File: config.mk
export PLATFORM = sky130hd
export DESIGN_NAME = fsr_failsafe_release_sequencer
export DESIGN_NICKNAME = d
export VERILOG_FILES = /design/src/include/fsr_pkg.sv /design/src/fsr_failsafe_release_sequencer.sv
export SDC_FILE = /design/constraint.sdc
export NUM_CORES = 1
export LEC_CHECK = 0
export ABC_AREA = 1
export BUFFER_PORTS_ARGS = -buffer_cell sky130_fd_sc_hd__buf_2
export CELL_PAD_IN_SITES_DETAIL_PLACEMENT = 1
export CELL_PAD_IN_SITES_GLOBAL_PLACEMENT = 1
export CORE_UTILIZATION = 30
export DETAILED_ROUTE_END_ITERATION = 6
export PLACE_DENSITY = 0.75
export SETUP_SLACK_MARGIN = 0.5
export SLEW_MARGIN = 20
export SYNTH_ARGS = -nofsm -noshare
export SYNTH_HDL_FRONTEND = slang
export SYNTH_SLANG_ARGS = --single-unit
File: constraint.sdc
create_clock -name clk_i -period 1.9 [get_ports clk_i]
set_input_delay 0.38 -clock clk_i [delete_from_list [all_inputs] [get_ports clk_i]]
set_output_delay 0.38 -clock clk_i [all_outputs]
set_load 0.05 [all_outputs]
File: src/include/fsr_pkg.sv
// Constants and types shared by the fail-safe release sequencer.
package fsr_pkg;

  // Host register data width
  localparam int unsigned DATA_W          = 16;
  // Debug-exit bit position in the fail-safe state register
  localparam int unsigned DBG_EXIT_BIT    = 14;
  // Window period field of the window duration register
  localparam int unsigned WIN_PERIOD_LSB  = 11;
  localparam int unsigned WIN_PERIOD_W    = 5;
  localparam logic [4:0]  WIN_PERIOD_OFF  = 5'h00;
  // Bits 7:4 are reserved and left out of the inverse pair check
  localparam logic [15:0] WIN_PAIR_MASK   = 16'hFF0F;
  // Configuration bit that enables watchdog windowing
  localparam int unsigned CFG_WDW_EN_BIT  = 0;
  // Keys and answers
  localparam logic [15:0] GOOD_ANSWER     = 16'h5AB2;
  localparam logic [15:0] RELEASE_KEY     = 16'hB2A5;
  // Fault counter width and value after reset
  localparam int unsigned FAULT_W         = 3;
  localparam logic [2:0]  FAULT_RST       = 3'h6;
  localparam logic [2:0]  FAULT_MAX       = 3'h7;
  // Reset values of held registers
  localparam logic [15:0] DUR_RST         = 16'h0000;
  localparam logic [15:0] INV_RST         = 16'hFFFF;
  localparam logic [15:0] CFG_RST         = 16'h0000;

  // Fail-safe state machine
  typedef enum logic [2:0] {
    FSR_STARTUP    = 3'b000,
    FSR_FUSE_MODE  = 3'b001,
    FSR_INIT       = 3'b010,
    FSR_NORMAL     = 3'b011,
    FSR_START_FAIL = 3'b100
  } fsr_state_e;

endpackage

File: src/fsr_failsafe_release_sequencer.sv
// Start-up configuration choice, fail-safe init and safety output release.

// Overview of operation
// RULE1: Operating configuration always comes from the mirror register, not fuses.
// RULE2: Mirror filled from fuse data or from a direct host write.
// RULE3: Regulators stay off while in fuse programming mode.
// RULE4: Fuse-mode exit with a valid configuration starts regulators, enters init.
// RULE5: A host-written mirror configuration is kept for the session.
// RULE6: Unwritten mirror takes the burned fuse configuration when present.
// RULE7: No written and no fused configuration means start-up fails.
// RULE8: Debug mode blocks release; writing debug-exit bit as 1 leaves it.
// RULE9: Zero window period field disables watchdog windowing.
// RULE10: Window duration and its inverse form a checked pair.
// RULE11: First good watchdog answer closes the init phase.
// RULE12: Good answers after debug exit count the fault counter down to 0.
// RULE13: Release key write releases the safety output high.
// RULE14: Release accepted only when fused configuration enables windowing; the code checks the mirror bit, host-written or fused.
// RULE15: Debug mode disables windowing, init timeout and safety reactions.
// RULE16: Entering fuse programming mode also enables debug mode.
// RULE17: Fuse-mode exit command or debug pin removal starts power-up.
// RULE18: A flag records whether the host wrote the mirror since reset.
module fsr_failsafe_release_sequencer
  import fsr_pkg::*;
#(
  parameter int unsigned CFG_W = 16
) (
  // Clock and reset
  input  wire logic              clk_i,
  input  wire logic              rst_i,
  // Debug entry pin, asynchronous
  input  wire logic              debug_entry_pin_i,
  // Fuse array contents
  input  wire logic              fuse_valid_i,
  input  wire logic [CFG_W-1:0]  fuse_cfg_i,
  // Host write strobes, one cycle each; mirror writes take mirror_data_i, the others share wr_data_i
  input  wire logic [DATA_W-1:0] wr_data_i,
  input  wire logic [CFG_W-1:0]  mirror_data_i,
  input  wire logic              wr_mirror_i,
  input  wire logic              wr_state_reg_i,
  input  wire logic              wr_window_dur_i,
  input  wire logic              wr_window_inv_i,
  input  wire logic              wr_answer_i,
  input  wire logic              wr_release_i,
  input  wire logic              exit_fuse_mode_i,
  // Status and control outputs
  output logic [2:0]             failsafe_state_o,
  output logic                   debug_mode_o,
  output logic                   regulators_en_o,
  output logic                   startup_fail_o,
  output logic [CFG_W-1:0]       active_cfg_o,
  output logic                   mirror_written_o,
  output logic [WIN_PERIOD_W-1:0] window_period_o,
  output logic                   window_cfg_ok_o,
  output logic                   windowing_active_o,
  output logic [FAULT_W-1:0]     fault_cnt_o,
  output logic                   safety_output_pin_o
);

  fsr_state_e              state_r;
  logic                    pin_meta_r;
  logic                    pin_sync_r;
  logic                    debug_r;
  logic                    written_r;
  logic [CFG_W-1:0]        mirror_r;
  logic [DATA_W-1:0]       dur_r;
  logic [DATA_W-1:0]       inv_r;
  logic [FAULT_W-1:0]      fault_r;
  logic                    release_r;
  logic                    leave_fuse;
  logic                    pair_ok;
  logic                    good_ans;
  logic                    bad_ans;
  logic                    release_ok;

  // Two flops before the pin is looked at; meta flop feeds sync flop only.
  // Kept out of reset so the strap has settled when reset lifts.
  always_ff @(posedge clk_i) begin
    pin_meta_r <= debug_entry_pin_i;
    pin_sync_r <= pin_meta_r;
  end

  // Exit triggers out of fuse mode
  assign leave_fuse = (state_r == FSR_FUSE_MODE)
                    && (exit_fuse_mode_i || !pin_sync_r);      // [RULE17]

  // Windowing pair check and answer decode
  assign pair_ok  = ((dur_r ^ ~inv_r) & WIN_PAIR_MASK) == '0;  // [RULE10]
  assign good_ans = wr_answer_i && (wr_data_i == GOOD_ANSWER);
  assign bad_ans  = wr_answer_i && (wr_data_i != GOOD_ANSWER);

  // Release needs debug off, clean counter and the mirror windowing bit
  assign release_ok = wr_release_i && (wr_data_i == RELEASE_KEY)
                    && !debug_r                                // [RULE8]
                    && (fault_r == '0)
                    && (state_r == FSR_NORMAL)
                    && mirror_r[CFG_WDW_EN_BIT];               // [RULE14]

  // Fail-safe state machine
  always_ff @(posedge clk_i) begin
    if (rst_i) begin
      state_r <= FSR_STARTUP;
    end else begin
      case (state_r)
        FSR_STARTUP: begin
          // Strap sampled after the synchroniser has settled
          if (pin_sync_r) begin
            state_r <= FSR_FUSE_MODE;
          end else if (fuse_valid_i) begin
            state_r <= FSR_INIT;                               // [RULE6]
          end else begin
            state_r <= FSR_START_FAIL;                         // [RULE7]
          end
        end
        FSR_FUSE_MODE: begin
          if (leave_fuse) begin
            if (written_r || fuse_valid_i) begin
              state_r <= FSR_INIT;                             // [RULE4]
            end else begin
              state_r <= FSR_START_FAIL;                       // [RULE7]
            end
          end
        end
        FSR_INIT: begin
          // No init timeout is modelled, debug or not
          if (good_ans) begin
            state_r <= FSR_NORMAL;                             // [RULE11]
          end
        end
        FSR_NORMAL:     state_r <= FSR_NORMAL;
        FSR_START_FAIL: state_r <= FSR_START_FAIL;
        default:        state_r <= FSR_START_FAIL;
      endcase
    end
  end

  // Debug mode flag: on with fuse mode, off only by the exit bit
  always_ff @(posedge clk_i) begin
    if (rst_i) begin
      debug_r <= 1'b0;
    end else if (state_r == FSR_STARTUP && pin_sync_r) begin
      debug_r <= 1'b1;                                         // [RULE16]
    end else if (wr_state_reg_i && wr_data_i[DBG_EXIT_BIT]) begin
      debug_r <= 1'b0;                                         // [RULE8]
    end
  end

  // Host-written flag; only meaningful before the fuse-mode exit
  always_ff @(posedge clk_i) begin
    if (rst_i) begin
      written_r <= 1'b0;
    end else if (wr_mirror_i && state_r == FSR_FUSE_MODE) begin
      written_r <= 1'b1;                                       // [RULE18]
    end
  end

  // Mirror register: host trial data or fuse load
  always_ff @(posedge clk_i) begin
    if (rst_i) begin
      mirror_r <= CFG_RST;
    end else if (wr_mirror_i && state_r == FSR_FUSE_MODE) begin
      mirror_r <= mirror_data_i;                               // [RULE2]
    end else if (state_r == FSR_STARTUP && !pin_sync_r
                 && fuse_valid_i) begin
      mirror_r <= fuse_cfg_i;                                  // [RULE6]
    end else if (leave_fuse && !written_r && fuse_valid_i) begin
      mirror_r <= fuse_cfg_i;                                  // [RULE6]
    end
    // A written mirror is left untouched on exit                 [RULE5]
  end

  // Watchdog window duration pair
  always_ff @(posedge clk_i) begin
    if (rst_i) begin
      dur_r <= DUR_RST;
      inv_r <= INV_RST;
    end else begin
      if (wr_window_dur_i) begin
        dur_r <= wr_data_i;
      end
      if (wr_window_inv_i) begin
        inv_r <= wr_data_i;
      end
    end
  end

  // Fault counter: good answers count down once debug is left
  always_ff @(posedge clk_i) begin
    if (rst_i) begin
      fault_r <= FAULT_RST;
    end else if (!debug_r && state_r == FSR_NORMAL) begin
      if (good_ans && fault_r != '0) begin
        fault_r <= fault_r - 1'b1;                             // [RULE12]
      end else if (bad_ans && fault_r != FAULT_MAX) begin
        fault_r <= fault_r + 1'b1;                             // [RULE15]
      end
    end
  end

  // Safety output; a bad answer drops it, except in debug mode
  always_ff @(posedge clk_i) begin
    if (rst_i) begin
      release_r <= 1'b0;
    end else if (bad_ans && !debug_r) begin
      release_r <= 1'b0;                                       // [RULE15]
    end else if (release_ok) begin
      release_r <= 1'b1;                                       // [RULE13]
    end
  end

  // Outputs
  assign failsafe_state_o    = state_r;
  assign debug_mode_o        = debug_r;
  assign regulators_en_o     = (state_r == FSR_INIT)
                             || (state_r == FSR_NORMAL);       // [RULE3]
  assign startup_fail_o      = (state_r == FSR_START_FAIL);
  assign active_cfg_o        = mirror_r;                       // [RULE1]
  assign mirror_written_o    = written_r;
  assign window_period_o     =
    dur_r[WIN_PERIOD_LSB +: WIN_PERIOD_W];
  assign window_cfg_ok_o     = pair_ok;
  // Windowing needs a checked nonzero period and no debug
  assign windowing_active_o  = !debug_r && pair_ok
    && (dur_r[WIN_PERIOD_LSB +: WIN_PERIOD_W] != WIN_PERIOD_OFF); // [RULE9]
  assign fault_cnt_o         = fault_r;
  assign safety_output_pin_o = release_r;

endmodule

==> impl_metrics.tcl <==
set metrics [dict create \
    fillerInstances 964 \
    max_cap_violations 0 \
    initial_core_util_pct 31.6 \
    grt_pass1_wl_microns 13800 \
    drive_gt1_share_pct 49.1 \
    postSynth.asyncResetShare_pct 0 \
    clk_pin_slew_ns 0.09 \
    synth_nets 389 \
    rrSetupSlack_ns 0.39 \
    syn_area_sq_um 2490 \
    via_count 2736 \
    met2_length_microns 4440 \
    first_pass_iters 4 \
    p_per_area_nw_per_um2 1200 \
    hold_end "pin_meta_r$_DFF_P_" \
    critical_path.top_delay_family "simple AND/OR/NAND/NOR gates" \
    fmax_ghz 0.486 \
    slowest_stage "dfxtp_1" \
    drc_errors 0 \
    grt_max_degree 28 \
    drt-initial-drc-count 86 \
    grt_overflow 0 \
    wl_microns 8790 \
    clock_skew_ns 0.00466 \
    outcome "finished, violations left" \
    fin_crit_sh_pct 108 \
    worst_slew_pin_slew_ns 0.416 \
    path_class "reg2out" \
    cp-startpoint "dur_r[14]$_SDFFE_PP0P_" \
    vdd_ir_drop_max_uv 722 \
    die_h_microns 93.1 \
    highest_layer "met4" \
    dr_wl_met3_microns 432 \
    io_pins 93 \
    yosys_warnings 0 \
    syn_inst 329 \
    rsz0062_at_grt "yes" \
    synth.avg_cell_area_sq_um 7.57 \
    slowest_delay_ns 0.41 \
    synth-edff-count 0 \
    rows 32 \
    p_leak_nw 1.92 \
    setup_viol 2 \
    synth-seq-cells 51 \
    rr_startpoint "failsafe_state_o[0]$_SDFFE_PP0P_" \
    coreArea_sq_um 7890 \
    dp_hpwl_microns 5800 \
    ant_nets 0 \
    diodes 0 \
    arrival_ns 1.68 \
    cts_tree "built" \
    root_buffer "clkbuf_8" \
    crit_chain "xnor2_1 -> nor4_1 -> nand3_2 -> nor2_4 -> buf_6" \
    cts_made_buffers 5 \
    wl_per_cell_microns 15.8 \
    cts_hold_buf 0 \
    yosysUniqueCellTypes 32 \
    stdcell_count 556 \
    r2r_cells 8 \
    min_path_type "in2reg" \
    dpl_worst_slack_ns -0.124 \
    worst_slack_ns -0.157 \
    port_buffers 92 \
    synth_top_cell_area_share_pct 41.0 \
    path_buf_inv 1 \
    vias_per_cell 4.92 \
    ys_top_cells_by_area "dfxtp_1 (41%), nand2_1 (9.2%), nand3_1 (9.0%), o211a_1 (6.4%), inv_1 (4.5%)" \
    hold_violations 0 \
    min_period_ns 2.06 \
    whs_path_depth 1 \
    path_max_fanout 4 \
    dieArea_sq_um 8670 \
    synth_commonest_cells "nand2_1 (61), dfxtp_1 (51), nand3_1 (45)" \
    m1WireLength_microns 3750 \
    crit_required_ns 1.52 \
    endpoint_kind "primary output" \
    slew-limit-headroom_pct 72.2 \
    post-place-cells 518 \
    finalPower_mw 4.77 \
    clock_latency_ns 0.30 \
    yosysTopAreaCell "dfxtp_1" \
    fin_nets 513 \
    grt_util_all_layers_pct 20.0 \
    gp_congestion 0.791 \
    cts.sinks 51 \
    h-tree-depth 2 \
    synth_ff_type "dfxtp_1" \
    violations "setup timing" \
    die_w_microns 93.1 \
    syn_to_final_growth_pct 59.4 \
    seq_area_frac_synth_pct 41.0 \
    cp-start-kind "register" \
    synth_most_common_cell "nand2_1" \
    max-clock-path-buffers 2 \
    antenna_found_initial 0 \
    drv_slew 0 \
    grt_pass1_vias 2917 \
    reg2reg_to "active_cfg_o[12]$_SDFFE_PP0P_" \
    hold_start "debug_entry_pin_i" \
]
metal layers:
| layer | vias to the layer above | global-route usage (%) |
|---|---|---|
| li1 | 1356 | - |
| met1 | 1295 | 24.3 |
| met2 | 70 | 34.8 |
| met3 | 15 | 4.47 |
| met4 | 0 | 6.79 |
| met5 | - | 0 |
repair_timing:
| action | CTS | global route |
|---|---|---|
| cloned | 2 | 0 |
| endpoints found under the setup margin | 25 | 30 |
| gates resized for setup | 68 | 45 |
| buffers inserted | 23 | 5 |
| pin swaps | 18 | 17 |
sequential cells by signal, indices dropped and copies added (netlist names):
| register | count |
|---|---|
| mirror_written_o | 1 |
| dur_r | 12 |
| active_cfg_o | 16 |
| pin_sync_r | 1 |
| failsafe_state_o | 3 |
| safety_output_pin_o | 1 |
| inv_r | 12 |
| fault_cnt_o | 3 |
| pin_meta_r | 1 |
| debug_mode_o | 1 |
cell families after synthesis:
group / after synthesis / synth area share [%]
simple gates: 149 / 27.3
compound gates: 64 / 17.8
buf+inv: 54 / 9.55
flops: 51 / 41.0
xor+xnor: 10 / 3.52
fa+ha+maj: 1 / 0.804
through the flow:
stage	hold slack [ns]	utilization [%]	TNS (ns)	cell area [sq um]
after floorplan	0.310	-	0	2590
after global placement	0.311	40.5	-0.0380	3200
after detailed placement	0.324	40.5	-0.124	3200
after CTS	0.167	48.0	-0.250	3790
after global routing	0.160	50.3	-0.450	3970
final	0.176	50.3	-0.294	3970
how the worst max path moves through the flow:
stage	endpoint	slack [ns]	cells after the start
finish	windowing_active_o	-0.16	5
global route	windowing_active_o	-0.23	5
CTS	windowing_active_o	-0.14	6
detailed placement	fault_cnt_o[2]$_SDFFE_PP1P_	-0.12	14
global placement	fault_cnt_o[2]$_SDFFE_PP1P_	-0.04	14
floorplan	windowing_active_o	0.20	5
area by class of cell:
| type | count | area [sq um] | share of cell area, % |
|---|---|---|---|
| multi-input combinational | 224 | 1490 | 37.4 |
| sequential | 51 | 1040 | 26.3 |
| timing repair buffer | 138 | 1040 | 26.2 |
| inverter | 33 | 171 | 4.32 |
| tap | 102 | 128 | 3.21 |
| clock buffer | 8 | 100 | 2.52 |
placed cells by master, fill, tap and decap left out, types with 5 or more instances in the layout:
master | synthesis | final
buf_2 | 1 | 71
inv_1 | 30 | 17
xnor2_1 | 8 | 8
nand2_1 | 61 | 47
dfxtp_4 | 0 | 5
buf_4 | 9 | 32
nand3_2 | 2 | 20
nand2_4 | 0 | 5
dfxtp_1 | 51 | 42
nor2_1 | 24 | 18
o21ai_0 | 16 | 13
buf_6 | 0 | 23
clkbuf_8 | 0 | 7
nand3_1 | 45 | 26
nor2_4 | 0 | 5
nand2_2 | 1 | 10
a21oi_1 | 15 | 15
o211a_1 | 16 | 16
o211ai_1 | 11 | 11
where the power goes:
group | internal [mW] | leakage [nW] | switching, mW
logic | 1.01 | 1.44 | 1.58
registers | 1.31 | 0.426 | 0.188
clock network | 0.333 | 0.0515 | 0.352
total | 2.65 | 1.92 | 2.12
Note: power is estimated with default switching activity, not from simulation.
